**src/include/rop_pkg.sv**
```systemverilog
package rop_pkg;
	localparam int CLK_HZ = 40_000_000;
	localparam int CLK_PERIOD_NS = 25;
	localparam int TICK_MAX_NS = 500;
	// longest time rounds down
	localparam int TICK_MAX_CYC = TICK_MAX_NS / CLK_PERIOD_NS;
	localparam int BAUD_RATE = 115_200;
	localparam int BAUD_CYC = CLK_HZ / BAUD_RATE;
	localparam int MON_MS = 10;
	localparam int MON_CYC = (CLK_HZ / 1000) * MON_MS;
	localparam int AUX_MAX_BYTES = 2048;
	localparam int NUM_STREAMS = 32;
	localparam int INC_W = 16;
	localparam int INC_FRAC = 8;
	localparam int ACC_W = 40;
	localparam int RATE_W = 2;
	localparam int SHIFT_W = 3;
	localparam int DELAY_W = 24;
	localparam int SMP_W = 12;
	localparam int FIFO_DEPTH = 4;
	localparam logic [1:0] RATE_MAX = 2'h3;
	localparam logic [NUM_STREAMS-1:0] STREAM_IDLE = 32'hffffffff;
	typedef enum logic [1:0] {ROP_TX_IDLE, ROP_TX_START, ROP_TX_DATA, ROP_TX_STOP} rop_tx_t;
endpackage

```
**src/rop_port.sv**
```systemverilog
module rop_port import rop_pkg::*; #(
	parameter int CLK_PER_SEC = CLK_HZ,
	parameter int MON_CYCLES = MON_CYC,
	parameter int AUX_LIMIT = AUX_MAX_BYTES,
	parameter bit HAS_TRANSCEIVERS = 1'b1
) (
	// clock and reset
	input wire logic CLK,
	input wire logic RST,
	// processor timing and epoch command
	input wire logic PROC_SECOND_TICK,
	input wire logic EPOCH_ARM,
	// configuration
	input wire logic [INC_W-1:0] REPLAY_INCREMENT,
	input wire logic [RATE_W-1:0] RATE_SEL,
	input wire logic [SHIFT_W-1:0] STREAM_SHIFT,
	input wire logic [4:0] STREAM_ROTATE,
	input wire logic [DELAY_W-1:0] DELAY_CYCLES,
	input wire logic REF_SEL_DELAYED,
	// replayed data in
	input wire logic [NUM_STREAMS-1:0] IN_DATA,
	input wire logic IN_VALID,
	output logic IN_READY,
	// aux bytes in
	input wire logic [7:0] AUX_DATA,
	input wire logic AUX_VALID,
	output logic AUX_READY,
	// reverse channel control and spare user side
	input wire logic REVERSE_CMD,
	input wire logic CABLE_CONNECTED,
	input wire logic SPARE_A_TX,
	input wire logic SPARE_B_TX,
	output logic SPARE_A_RX,
	output logic SPARE_B_RX,
	// spare pins
	input wire logic SPARE_A_I,
	output logic SPARE_A_O,
	output logic SPARE_A_OE,
	input wire logic SPARE_B_I,
	output logic SPARE_B_O,
	output logic SPARE_B_OE,
	// link outputs
	output logic RECONSTRUCTED_CLOCK,
	output logic REPLAY_SECOND_TICK,
	output logic DELAYED_REPLAY_TICK,
	output logic [NUM_STREAMS-1:0] OUTPUT_BIT_STREAM,
	output logic OUTPUT_VALID_FLAG,
	output logic OUTPUT_AUX_SERIAL,
	output logic OUTPUT_REVERSE_CONTROL,
	// monitor and status
	output logic REPLAY_MONITOR_PULSE,
	output logic EPOCH_SET
);
	localparam logic [ACC_W-1:0] ACC_LIMIT = ACC_W'(CLK_PER_SEC) << INC_FRAC;
	localparam int MON_W = $clog2(MON_CYCLES + 1);
	localparam logic [MON_W-1:0] MON_LOAD = MON_W'(MON_CYCLES);
	localparam logic [11:0] AUX_LIM = 12'(AUX_LIMIT);
	localparam logic [8:0] BAUD_LAST = 9'(BAUD_CYC - 1);

	// half period of the reconstructed clock in processor cycles
	function automatic logic [4:0] rc_half(input logic [RATE_W-1:0] d);
		rc_half = 5'h01 << d;
	endfunction

	function automatic logic [NUM_STREAMS-1:0] rotl(input logic [NUM_STREAMS-1:0] w,
			input logic [4:0] r);
		rotl = (w << r) | (w >> (6'h20 - {1'b0, r}));
	endfunction

	// ---------------- replay-time clock and ticks ----------------
	logic [RATE_W-1:0] rate;
	logic [ACC_W-1:0] acc_ff, nxt_acc, acc_sum;
	logic arm_ff, nxt_arm, epoch_ff, nxt_epoch, ptick_ff;
	logic [4:0] rc_cnt_ff, nxt_rc_cnt, tick_cnt_ff, nxt_tick_cnt, dtk_cnt_ff, nxt_dtk_cnt;
	logic rc_ff, nxt_rc, tick_ff, nxt_tick, dtick_ff, nxt_dtick, mon_ff, nxt_mon;
	logic [DELAY_W-1:0] dly_ff, nxt_dly;
	logic dly_pend_ff, nxt_dly_pend;
	logic [MON_W-1:0] mon_cnt_ff, nxt_mon_cnt;
	logic fire, dfire;

	always_comb begin
		// slower than a sixteenth of the processor clock the tick would outlast 500 ns
		rate = (RATE_SEL > RATE_MAX) ? RATE_MAX : RATE_SEL;
		nxt_arm = arm_ff || EPOCH_ARM;
		nxt_epoch = epoch_ff;
		nxt_acc = acc_ff;
		fire = 1'b0;
		acc_sum = acc_ff + ACC_W'(REPLAY_INCREMENT);
		if (arm_ff && PROC_SECOND_TICK && !ptick_ff) begin
			// an arm command in the consuming cycle stays pending
			nxt_arm = EPOCH_ARM;
			nxt_epoch = 1'b1;
			nxt_acc = '0;
			fire = 1'b1;
		end else if (epoch_ff) begin
			if (acc_sum >= ACC_LIMIT) begin
				nxt_acc = acc_sum - ACC_LIMIT;
				fire = 1'b1;
			end else begin
				nxt_acc = acc_sum;
			end
		end
		// divider restarts on each tick so the tick edge lines up with a clock edge
		nxt_rc_cnt = rc_cnt_ff + 5'h01;
		nxt_rc = rc_ff;
		if (fire) begin
			nxt_rc_cnt = 5'h00;
			nxt_rc = 1'b1;
		end else if (nxt_rc_cnt >= rc_half(rate)) begin
			nxt_rc_cnt = 5'h00;
			nxt_rc = !rc_ff;
		end
		// tick lasts one reconstructed period, at most 16 cycles, inside 500 ns
		nxt_tick_cnt = fire ? (rc_half(rate) << 1) :
			((tick_cnt_ff != 5'h00) ? tick_cnt_ff - 5'h01 : 5'h00);
		nxt_tick = fire || (tick_cnt_ff > 5'h01);
		nxt_dly = dly_ff;
		nxt_dly_pend = dly_pend_ff;
		dfire = 1'b0;
		if (fire && DELAY_CYCLES == '0) begin
			dfire = 1'b1;
			nxt_dly_pend = 1'b0;
		end else if (fire) begin
			nxt_dly = DELAY_CYCLES;
			nxt_dly_pend = 1'b1;
		end else if (dly_pend_ff) begin
			nxt_dly = dly_ff - 1'b1;
			if (dly_ff == DELAY_W'(1)) begin
				dfire = 1'b1;
				nxt_dly_pend = 1'b0;
			end
		end
		nxt_dtk_cnt = dfire ? (rc_half(rate) << 1) :
			((dtk_cnt_ff != 5'h00) ? dtk_cnt_ff - 5'h01 : 5'h00);
		nxt_dtick = dfire || (dtk_cnt_ff > 5'h01);
		nxt_mon_cnt = dfire ? MON_LOAD :
			((mon_cnt_ff != '0) ? mon_cnt_ff - 1'b1 : '0);
		nxt_mon = dfire || (mon_cnt_ff > MON_W'(1));
	end

	always_ff @(posedge CLK) begin
		if (RST) begin
			acc_ff <= '0;
			arm_ff <= 1'b0;
			epoch_ff <= 1'b0;
			ptick_ff <= 1'b1;
			rc_cnt_ff <= 5'h00;
			rc_ff <= 1'b1;
			tick_cnt_ff <= 5'h00;
			tick_ff <= 1'b0;
			dly_ff <= '0;
			dly_pend_ff <= 1'b0;
			dtk_cnt_ff <= 5'h00;
			dtick_ff <= 1'b0;
			mon_cnt_ff <= '0;
			mon_ff <= 1'b0;
		end else begin
			acc_ff <= nxt_acc;
			arm_ff <= nxt_arm;
			epoch_ff <= nxt_epoch;
			ptick_ff <= PROC_SECOND_TICK;
			rc_cnt_ff <= nxt_rc_cnt;
			rc_ff <= nxt_rc;
			tick_cnt_ff <= nxt_tick_cnt;
			tick_ff <= nxt_tick;
			dly_ff <= nxt_dly;
			dly_pend_ff <= nxt_dly_pend;
			dtk_cnt_ff <= nxt_dtk_cnt;
			dtick_ff <= nxt_dtick;
			mon_cnt_ff <= nxt_mon_cnt;
			mon_ff <= nxt_mon;
		end
	end

	// ---------------- bit streams ----------------
	logic [NUM_STREAMS-1:0] fifo_data, bits_ff, nxt_bits;
	logic fifo_valid, pop, sample;
	logic valid_ff, nxt_valid;
	logic [SMP_W-1:0] smp_cnt_ff, nxt_smp_cnt, smp_period;

	rop_fifo #(
		.WIDTH(NUM_STREAMS),
		.DEPTH(FIFO_DEPTH)
	) u_fifo (
		.CLK(CLK),
		.RST(RST),
		.in_data(IN_DATA),
		.in_valid(IN_VALID),
		.in_ready(IN_READY),
		.out_data(fifo_data),
		.out_valid(fifo_valid),
		.out_ready(pop)
	);

	always_comb begin
		// shift amount kept one bit wider so the largest k does not wrap to zero
		smp_period = SMP_W'(rc_half(rate)) << (4'(STREAM_SHIFT) + 4'h1);
		nxt_smp_cnt = smp_cnt_ff + 1'b1;
		sample = 1'b0;
		if (fire) begin
			// first sample sits on the tick edge whatever the rates
			nxt_smp_cnt = '0;
			sample = epoch_ff || nxt_epoch;
		end else if (nxt_smp_cnt >= smp_period) begin
			nxt_smp_cnt = '0;
			sample = epoch_ff;
		end
		pop = sample && fifo_valid;
		nxt_bits = bits_ff;
		nxt_valid = valid_ff;
		if (sample) begin
			// an underrun drops valid; it comes back only at the next fed sample
			nxt_valid = fifo_valid;
			if (fifo_valid) begin
				nxt_bits = rotl(fifo_data, STREAM_ROTATE);
			end
		end
		if (!epoch_ff && !nxt_epoch) begin
			nxt_valid = 1'b0;
			nxt_bits = STREAM_IDLE;
		end
	end

	always_ff @(posedge CLK) begin
		if (RST) begin
			smp_cnt_ff <= '0;
			bits_ff <= STREAM_IDLE;
			valid_ff <= 1'b0;
		end else begin
			smp_cnt_ff <= nxt_smp_cnt;
			bits_ff <= nxt_bits;
			valid_ff <= nxt_valid;
		end
	end

	// ---------------- aux serial ----------------
	rop_tx_t tx_ff, nxt_tx;
	logic [8:0] baud_ff, nxt_baud;
	logic [2:0] bit_ff, nxt_bit;
	logic [7:0] shr_ff, nxt_shr;
	logic ser_ff, nxt_ser, ardy_ff, nxt_ardy;
	logic [11:0] bytes_ff, nxt_bytes;
	logic accept, ref_tick, baud_end;

	always_comb begin
		accept = AUX_VALID && ardy_ff;
		ref_tick = REF_SEL_DELAYED ? dfire : fire;
		baud_end = baud_ff == BAUD_LAST;
		nxt_baud = baud_end ? 9'h000 : baud_ff + 9'h001;
		nxt_tx = tx_ff;
		nxt_bit = bit_ff;
		nxt_shr = shr_ff;
		nxt_ser = ser_ff;
		case (tx_ff)
			ROP_TX_IDLE: begin
				nxt_baud = 9'h000;
				nxt_ser = 1'b1;
				if (accept) begin
					nxt_shr = AUX_DATA;
					nxt_ser = 1'b0;
					nxt_tx = ROP_TX_START;
				end
			end
			ROP_TX_START: begin
				if (baud_end) begin
					nxt_ser = shr_ff[0];
					nxt_bit = 3'h0;
					nxt_tx = ROP_TX_DATA;
				end
			end
			ROP_TX_DATA: begin
				if (baud_end) begin
					nxt_shr = {1'b1, shr_ff[7:1]};
					nxt_bit = bit_ff + 3'h1;
					if (bit_ff == 3'h7) begin
						nxt_ser = 1'b1;
						nxt_tx = ROP_TX_STOP;
					end else begin
						nxt_ser = shr_ff[1];
					end
				end
			end
			ROP_TX_STOP: begin
				if (baud_end) begin
					nxt_tx = ROP_TX_IDLE;
				end
			end
			default: begin
				nxt_tx = ROP_TX_IDLE;
				nxt_ser = 1'b1;
			end
		endcase
		// a byte taken in the reference cycle counts toward the new interval
		if (ref_tick) begin
			nxt_bytes = accept ? 12'h001 : 12'h000;
		end else begin
			nxt_bytes = bytes_ff + (accept ? 12'h001 : 12'h000);
		end
		nxt_ardy = (nxt_tx == ROP_TX_IDLE) && !accept && (nxt_bytes < AUX_LIM);
	end

	always_ff @(posedge CLK) begin
		if (RST) begin
			tx_ff <= ROP_TX_IDLE;
			baud_ff <= 9'h000;
			bit_ff <= 3'h0;
			shr_ff <= 8'hff;
			ser_ff <= 1'b1;
			bytes_ff <= 12'h000;
			ardy_ff <= 1'b0;
		end else begin
			tx_ff <= nxt_tx;
			baud_ff <= nxt_baud;
			bit_ff <= nxt_bit;
			shr_ff <= nxt_shr;
			ser_ff <= nxt_ser;
			bytes_ff <= nxt_bytes;
			ardy_ff <= nxt_ardy;
		end
	end

	// ---------------- reverse channel ----------------
	logic ctrl_ff, nxt_ctrl, oe_ff, nxt_oe, sao_ff, nxt_sao, sbo_ff, nxt_sbo;
	logic sarx_ff, nxt_sarx, sbrx_ff, nxt_sbrx;

	always_comb begin
		// only a local command turns the lines round; without the option stay forward
		nxt_ctrl = !(HAS_TRANSCEIVERS && REVERSE_CMD && CABLE_CONNECTED);
		nxt_oe = !(HAS_TRANSCEIVERS && (!CABLE_CONNECTED || !nxt_ctrl));
		nxt_sao = nxt_oe ? SPARE_A_TX : 1'b1;
		nxt_sbo = nxt_oe ? SPARE_B_TX : 1'b1;
		nxt_sarx = oe_ff ? 1'b1 : SPARE_A_I;
		nxt_sbrx = oe_ff ? 1'b1 : SPARE_B_I;
	end

	always_ff @(posedge CLK) begin
		if (RST) begin
			ctrl_ff <= 1'b1;
			oe_ff <= 1'b0;
			sao_ff <= 1'b1;
			sbo_ff <= 1'b1;
			sarx_ff <= 1'b1;
			sbrx_ff <= 1'b1;
		end else begin
			ctrl_ff <= nxt_ctrl;
			oe_ff <= nxt_oe;
			sao_ff <= nxt_sao;
			sbo_ff <= nxt_sbo;
			sarx_ff <= nxt_sarx;
			sbrx_ff <= nxt_sbrx;
		end
	end

	assign RECONSTRUCTED_CLOCK = rc_ff;
	assign REPLAY_SECOND_TICK = tick_ff;
	assign DELAYED_REPLAY_TICK = dtick_ff;
	assign REPLAY_MONITOR_PULSE = mon_ff;
	assign EPOCH_SET = epoch_ff;
	assign OUTPUT_BIT_STREAM = bits_ff;
	assign OUTPUT_VALID_FLAG = valid_ff;
	assign OUTPUT_AUX_SERIAL = ser_ff;
	assign AUX_READY = ardy_ff;
	assign OUTPUT_REVERSE_CONTROL = ctrl_ff;
	assign SPARE_A_O = sao_ff;
	assign SPARE_B_O = sbo_ff;
	assign SPARE_A_OE = oe_ff;
	assign SPARE_B_OE = oe_ff;
	assign SPARE_A_RX = sarx_ff;
	assign SPARE_B_RX = sbrx_ff;
endmodule // rop_port

```
**src/rop_fifo.sv**
```systemverilog
module rop_fifo #(
	parameter int WIDTH = 32,
	parameter int DEPTH = 4
) (
	// clock and reset
	input wire logic CLK,
	input wire logic RST,
	// fill side
	input wire logic [WIDTH-1:0] in_data,
	input wire logic in_valid,
	output logic in_ready,
	// drain side
	output logic [WIDTH-1:0] out_data,
	output logic out_valid,
	input wire logic out_ready
);
	localparam int AW = (DEPTH > 1) ? $clog2(DEPTH) : 1;
	localparam logic [AW:0] FULL = (AW + 1)'(DEPTH);
	localparam logic [AW-1:0] LAST = AW'(DEPTH - 1);

	logic [WIDTH-1:0] mem_ff [DEPTH];
	logic [AW-1:0] wr_ff, nxt_wr, rd_ff, nxt_rd;
	logic [AW:0] cnt_ff, nxt_cnt;
	logic rdy_ff, nxt_rdy;
	logic push, pop;

	always_comb begin
		push = in_valid && rdy_ff;
		pop = out_ready && (cnt_ff != '0);
		nxt_wr = push ? ((wr_ff == LAST) ? '0 : wr_ff + 1'b1) : wr_ff;
		nxt_rd = pop ? ((rd_ff == LAST) ? '0 : rd_ff + 1'b1) : rd_ff;
		nxt_cnt = cnt_ff + (AW + 1)'(push) - (AW + 1)'(pop);
		// ready is registered so the producer sees a clean level
		nxt_rdy = nxt_cnt < FULL;
	end

	always_ff @(posedge CLK) begin
		if (RST) begin
			wr_ff <= '0;
			rd_ff <= '0;
			cnt_ff <= '0;
			rdy_ff <= 1'b0;
		end else begin
			wr_ff <= nxt_wr;
			rd_ff <= nxt_rd;
			cnt_ff <= nxt_cnt;
			rdy_ff <= nxt_rdy;
		end
		if (push) begin
			mem_ff[wr_ff] <= in_data;
		end
	end

	assign in_ready = rdy_ff;
	assign out_valid = cnt_ff != '0;
	assign out_data = mem_ff[rd_ff];
endmodule // rop_fifo

```
**config.mk**
```make
export PLATFORM = sky130hd
export DESIGN_NAME = rop_port
export DESIGN_NICKNAME = d
export VERILOG_FILES = /design/src/include/rop_pkg.sv /design/src/rop_port.sv /design/src/rop_fifo.sv
export SDC_FILE = /design/constraint.sdc
export NUM_CORES = 1
export LEC_CHECK = 0
export ABC_CLOCK_PERIOD_IN_PS = 6800
export BUFFER_PORTS_ARGS = -buffer_cell sky130_fd_sc_hd__buf_2
export CAP_MARGIN = 0
export CORE_MARGIN = 3
export CORE_UTILIZATION = 61
export DETAILED_ROUTE_END_ITERATION = 10
export PLACE_DENSITY = 0.83
export SLEW_MARGIN = 25
export SYNTH_ARGS = -nofsm -noshare
export SYNTH_HDL_FRONTEND = slang
export SYNTH_SLANG_ARGS = --single-unit
```
**constraint.sdc**
```tcl
create_clock -name CLK -period 6.8 [get_ports CLK]
set_clock_uncertainty 0.05 [all_clocks]
set_input_delay 1.36 -clock CLK [delete_from_list [all_inputs] [get_ports CLK]]
set_output_delay 1.36 -clock CLK [all_outputs]
set_load 0.1 [all_outputs]
```
; ---- Word level (Yosys, flattened, before mapping)
; Memories as Yosys holds them, arrays and structs flattened. A register that Yosys moved wholly into a read port is not among the register bits.
; Cells that the tools add are included.
[word_totals]
register_bits = 201
mem_bits_rw = 128
out_inout_bits = 48
mem_count = 1
[memory_table]
columns = memory, words, word_bits, read_ports, rd_clocked_by_memory_dff, write_ports, line_no
row1 = u_fifo.mem_ff, 4, 32, 1, 1, 1, rop_fifo.sv:21  ; logic [WIDTH-1:0] mem_ff [DEPTH];
[classes]
n_addsub = 17
n_lt_le_gt_ge = 9
eq_ne = 11
shift = 4
muxes = 50
bitwise_logic = 5
n_reduce_logical = 53
[ops]
columns = cell, count
row1 = 24-bit two-way mux, 2
row2 = 40-bit by 16-bit adder with 40-bit output, 1
row3 = 40-bit by 34-bit greater-or-equal comparator with 1-bit output (second input constant), 1
row4 = 40-bit two-way mux, 1
row5 = 40-bit by 34-bit subtractor with 40-bit output (second input constant), 1
row6 = 19-bit two-way mux, 2
row7 = 32-bit OR, 1
row8 = 32-bit by 5-bit left shift with 32-bit output, 1
row9 = 32-bit by 6-bit >> shifter with 32-bit output, 1
row10 = 24-bit by 1-bit == test with 1-bit output (second input constant), 1
row11 = 24-bit logical NOT, 1
row12 = 24-bit by 1-bit subtractor with 24-bit output (second input constant), 1
row13 = 1-bit two-way mux, 22
row14 = 2-bit two-way mux, 10
row15 = 5-bit two-way mux, 4
row16 = 19-bit by 1-bit greater-than comparator with 1-bit output (second input constant), 1
row17 = 19-bit nonzero test, 1
row18 = 19-bit by 1-bit subtractor with 19-bit output (second input constant), 1
row19 = 3-bit OR reduction, 6
row20 = 8-bit two-way mux, 2
row21 = 8-bit one-hot mux with 2 select lines, 1
row22 = 12-bit by 1-bit adder with 12-bit output, 1
row23 = 12-bit by 1-bit adder with 12-bit output (second input constant), 1
row24 = 12-bit greater-or-equal comparator, 1
row25 = 37 further kinds, 84

; ---- Depth between registers and ports, before layout
[depth]
word_depth = 11
mapped_depth = 24
mapped_depth_nobuf = 21

; ---- By module
; A second synthesis with hierarchy kept.
[unflattened]
hier_cells = 2111
hier_area_um2 = 19670.1
[by_module_without_submodules]
columns = mod, n_inst, cells_per_inst, area_per_inst_um2, seq_area_each_um2
row1 = rop_port, 1, 1897, 14507.7, 3863.7
row2 = rop_fifo, 1, 214, 5162.5, 4043.9

; ---- Worst setup path after synthesis
; OpenSTA, ideal clock, no wires.
[synth_path]
path_type = input port to flip-flop
start = input port REPLAY_INCREMENT[6]
end = register u_fifo.cnt_ff[2]
setup_ps = 115
t_arrival_ps = 5850
required_time_ps = 6635
slack_ps = 785
stages = 20
path_buffers = 3
path_cell_list = ha_1 o21ai_1 or3b_1 or4_1 a31o_1 a22oi_2 a2bb2oi_2 nor4_4 or3b_1 buf_4 a31oi_4 a21oi_2 buf_2 buf_2 ha_1 inv_1 ha_1 fa_1 xnor2_1 and2_1
[synth_between]
elab_chain_cells = 9
[synth_lines]
columns = item, line_no
row1 = from (decl), rop_port.sv:14  ; input wire logic [INC_W-1:0] REPLAY_INCREMENT,
row2 = 40-bit by 16-bit adder with 40-bit output, rop_port.sv:88  ; acc_sum = acc_ff + ACC_W'(REPLAY_INCREMENT);
row3 = 40-bit by 34-bit greater-or-equal comparator with 1-bit output, rop_port.sv:96  ; if (acc_sum >= ACC_LIMIT) begin
row4 = 1-bit two-way mux, rop_port.sv:96
row5 = 1-bit two-way mux, rop_port.sv:95  ; end else if (epoch_ff) begin
row6 = 1-bit two-way mux, rop_port.sv:89  ; if (arm_ff && PROC_SECOND_TICK && !ptick_ff) begin
row7 = 1-bit two-way mux, rop_port.sv:200  ; if (fire) begin
row8 = 1-bit logical AND, rop_port.sv:208  ; pop = sample && fifo_valid;
row9 = named net pop, rop_port.sv:177  ; logic fifo_valid, pop, sample;
row10 = 1-bit logical AND, rop_fifo.sv:29  ; pop = out_ready && (cnt_ff != '0);
row11 = 3-bit by 1-bit subtractor with 3-bit output, rop_fifo.sv:32  ; nxt_cnt = cnt_ff + (AW + 1)'(push) - (AW + 1)'(pop);
row12 = to (signal assigned), rop_fifo.sv:46  ; cnt_ff <= nxt_cnt;
row13 = to (decl), rop_fifo.sv:23  ; logic [AW:0] cnt_ff, nxt_cnt;
; The timed path passes the listed nets, and every way through them passes these cells.
; A chain may end at the register's enable or synchronous reset.

; ---- Worst setup path after layout
[layout_path]
start = input port REPLAY_INCREMENT[0]
end = register u_fifo.cnt_ff[2]
[layout_between]
elab_chain_cells = 9
[layout_lines]
columns = item, line_no
row1 = 40-bit by 16-bit adder with 40-bit output, rop_port.sv:88
row2 = 40-bit by 34-bit greater-or-equal comparator with 1-bit output, rop_port.sv:96
row3 = 1-bit two-way mux, rop_port.sv:96
row4 = 1-bit two-way mux, rop_port.sv:95
row5 = 1-bit two-way mux, rop_port.sv:89
row6 = 1-bit two-way mux, rop_port.sv:200
row7 = 1-bit logical AND, rop_port.sv:208
row8 = 1-bit logical AND, rop_fifo.sv:29
row9 = 3-bit by 1-bit subtractor with 3-bit output, rop_fifo.sv:32
; Every way passes these cells.

==> run_results.csv <==
group,metric,value,unit
global_route,antenna_found_initial,0,
detailed_routing,ant_nets,0,
cts,clock_path_buffers,3,
place,placed_area,0.0204,sq mm
die,row_count,64,
cts,clkLatencyLatePin,0.54,ns
finish,fill_cells,2395,
finish,ff_latch_area,0.00791,sq mm
place,place_congestion,0.992,
logic_synthesis,yosysSeqAreaShare,40.8,%
min_path,hold_class,"reg -> reg",
sta,layout_min_cycle_time,5.87,ns
pwr,leakagePower,8.33,nW
logic_synthesis,async_flop_share,0,%
global_route,overflow,0,
sta,hold_viol_final,0,
cts,cts_max_level,2,
logic_synthesis,synth_cell_types,85,
logic_synthesis,syn_area,0.0194,sq mm
global_route,grt_pass1_wl,84.4,mm
detailed_routing,drcViolationCount,0,
sta,maxSlewHeadroom,32.8,%
setup_path,ff2ff_path_depth,16,
place,dpl_worst_slack,0.470,ns
min_path,min_to,"acc_ff[15]$_SDFFE_PP0P_",
logic_synthesis,synth_seq_cells,331,
global_route,grt_usage,30.7,%
sta,drv_slew,0,
detailed_routing,drtIter0Drc,1902,
finish,stdcell_area,0.0216,sq mm
setup_path,crit_type,"in -> reg",
logic_synthesis,syn-num-nets,2333,
sta,tns,0,ns
setup_path,crit_arrival,6.30,ns
sta,max_freq,0.170,GHz
global_route,grt_max_degree,68,
setup_path,max_stage_delay,0.56,ns
logic_synthesis,yosys_warnings,0,
finish,multi_input_area,0.0109,sq mm
cts,clock-sinks,331,
min_path,holdPathStages,2,
setup_path,reg2reg_setup_slack,1.52,ns
sta,worst_pin_slew,1.00,ns
finish,fin_nets,2430,
setup_path,cp-end-kind,"flop",
logic_synthesis,avgSynthCellArea,8.96,sq um
finish,stdcell_count,2680,
detailed_routing,drtPass1Iterations,6,
run_status,status,"complete, no violations",
cts,cts_hold_buf,0,
die,io_pins,151,
pwr,power_density,265,mW/mm^2
die,fp.dieW,184,um
setup_path,cp_cell_sequence,"buf_2 -> ha_1 -> fa_1 -> a211oi_1 -> o211ai_1 -> a21oi_2 -> a21oi_1 -> nor3_1 -> a2bb2oi_2 -> nor4_4 -> or3b_1 -> a31oi_4 -> a21oi_4 -> ha_1 -> inv_1 -> ha_1 -> fa_1 -> xnor2_1 -> and2_1",
logic_synthesis,synth_area_leaders,"dfxtp_1 21%, edfxtp_1 20%, mux2i_1 6.7%, nand2_1 6.4%, nor2_1 4.2%",
finish,area_growth,11.3,%
die,die_y,184,um
sta,setup_viol,0,
detailed_routing,via_per_inst,6.37,
cts,ctsResizeCount,0,
cts,cts-root-buf,"clkbuf_16",
cts,cts_tree,"built",
setup_path,cp_slowest_cell,"or3b_1",
global_route,grt_pass1_vias,15800,
cts,clk_pin_slew_worst_paths,0.07,ns
detailed_routing,routed_wl,53.3,mm
setup_path,crit_fanout,8,
setup_path,r2r_end,"u_fifo.cnt_ff[2]$_SDFF_PP0_",
logic_synthesis,synth_enable_flop_cells,128,
logic_synthesis,synthFlopType,"dfxtp_1",
min_path,hp-start,"acc_ff[15]$_SDFFE_PP0P_",
sta,setup_slack,0.933,ns
cts,cts_inserted_buffers,34,
sta,min_period_over_period,86.3,%
setup_path,cp-start-kind,"primary input",
logic_synthesis,syn-instance-count,2166,
sta,rsz0062_at_grt,"false",
logic_synthesis,synth_top_area_share,21.0,%
die,dieArea,0.0340,sq mm
detailed_routing,num_vias,17100,
setup_path,crit_required,7.23,ns
detailed_routing,wire_per_inst,19.9,um
cts,post_cts_buffers,0,
setup_path,crit_top_cell,"ha_1",
die,core,0.0310,sq mm
finish,drive_above_1_share,14.3,%
pwr,vdd_drop_max,0.000280,V
die,start_util,62.6,%
place,post-place-cells,2622,
finish,n_antenna_cell,0,
flow_run,maxCapViolCount,0,
logic_synthesis,yosysTopAreaCell,"dfxtp_1",
setup_path,timing.rr.start,"acc_ff[26]$_SDFFE_PP0P_",
place,dpl.hpwl,38.3,mm
place,numPortBuffers,150,
-- cell families after synthesis --
logic type	after synthesis	share of synthesized area (%)
and+or+nand+nor	877	20.9
AOI/OAI and AO/OA	448	14.7
DFF	331	40.8
muxes	182	11.7
buffers and inverters	167	3.43
xor gates and xnor gates	96	4.33
adders and majority gates	64	4.21
other	1	0.0193
-- synthesized netlist by cell type, types with 9 or more instances --
cell type and n:
xor2_1 39, mux2i_1 129, a31oi_1 21, nor2_1 216
o21ai_0 108, nand2b_1 21, o211ai_1 42, a21oi_1 129
nand4_1 19, xnor2_1 57, nor4_1 24, and3_1 31
clkbuf_1 77, o22ai_1 11, o21ai_1 10, and2_1 16
ha_1 62, nor2b_1 21, or2_2 15, buf_1 22
nand3_1 63, mux2_2 19, nand2_1 331, or3_1 20
nor3_1 64, dfxtp_1 203, a21o_1 11, buf_2 15
a31o_2 9, o221ai_1 10, inv_1 47, a211oi_1 20
edfxtp_1 128, mux4_2 34
-- layout make-up --
| class | instances | area share, % |
|---|---|---|
| multi-input cells | 1668 | 50.4 |
| flip-flops and latches | 331 | 36.6 |
| clock buffers | 43 | 4.24 |
| clock inverters | 14 | 1.00 |
| repair buffers | 179 | 4.58 |
| well taps | 396 | 2.30 |
| inverters | 49 | 0.852 |
-- routing by layer --
layer,share of wire [%],vias up,GRT usage [%]
met1,44,8105,44.1
met4,2.0,0,7.11
met2,46,844,49.4
met3,8.0,94,4.54
met5,0,-,0
li1,-,8027,-
-- critical path: cells and delay by family --
kind                     cells  cell delay (ns)
XOR/XNOR                     1             0.22
adder cells (fa/ha/maj)      5             1.52
buffers and inverters        2             0.14
AO/OA/AOI/OAI                7             1.71
AND/OR/NAND/NOR              4             1.34
-- stage by stage --
step	utilization, %	hold WS, ns	power, mW
floorplan	-	0.376	3.45
global placement	65.9	0.389	3.76
detailed placement	65.9	0.409	3.81
CTS	69.5	0.424	5.71
global route	69.7	0.446	5.98
finish	69.7	0.419	5.72
-- worst max-delay path by stage --
stage,startpoint,end,slack (ns),depth (start not counted)
after global placement,REPLAY_INCREMENT[0],u_fifo.cnt_ff[2]$_SDFF_PP0_,0.66,19
after CTS,REPLAY_INCREMENT[0],u_fifo.cnt_ff[2]$_SDFF_PP0_,1.00,19
after global routing,REPLAY_INCREMENT[0],bytes_ff[10]$_SDFF_PP0_,0.57,16
after detailed placement,REPLAY_INCREMENT[0],u_fifo.cnt_ff[2]$_SDFF_PP0_,0.47,19
after floorplan,REPLAY_INCREMENT[6],u_fifo.cnt_ff[2]$_SDFF_PP0_,0.78,20
final,REPLAY_INCREMENT[0],u_fifo.cnt_ff[2]$_SDFF_PP0_,0.93,19
-- placed cells by master (no fill, tap or decap), types with 20 or more instances in the layout --
master / synthesis / layout
nand2_1: 331 / 331
nor2_1: 216 / 216
dfxtp_1: 203 / 201
buf_2: 15 / 150
a21oi_1: 129 / 129
mux2i_1: 129 / 129
edfxtp_1: 128 / 128
o21ai_0: 108 / 107
nor3_1: 64 / 64
nand3_1: 63 / 63
ha_1: 62 / 62
xnor2_1: 57 / 56
inv_1: 47 / 46
o211ai_1: 42 / 42
xor2_1: 39 / 38
mux4_2: 34 / 34
clkbuf_16: 0 / 34
and3_1: 31 / 31
buf_4: 3 / 28
nor4_1: 24 / 24
nand2b_1: 21 / 21
a31oi_1: 21 / 21
nor2b_1: 21 / 21
a211oi_1: 20 / 20
or3_1: 20 / 20
-- power by group --
group,switching [mW],leakage [nW],internal (mW),total [mW]
clock network,0.788,0.554,1.12,1.91
logic,0.955,4.96,0.518,1.47
registers,0.109,2.81,2.23,2.34
-- state kept, by name, summed over array words and instances, names as in the netlist, 2 cells and up, named ones only --
register,count
bytes_ff,12
tx_ff,2
rc_cnt_ff,5
u_fifo.rd_ff,2
acc_ff,40
baud_ff,9
mon_cnt_ff,19
dly_ff,24
OUTPUT_BIT_STREAM,32
dtk_cnt_ff,5
u_fifo.cnt_ff,3
tick_cnt_ff,5
bit_ff,3
u_fifo.wr_ff,2
u_fifo.mem_ff,128
smp_cnt_ff,12
shr_ff,8
(Power assumes the default switching activity.)
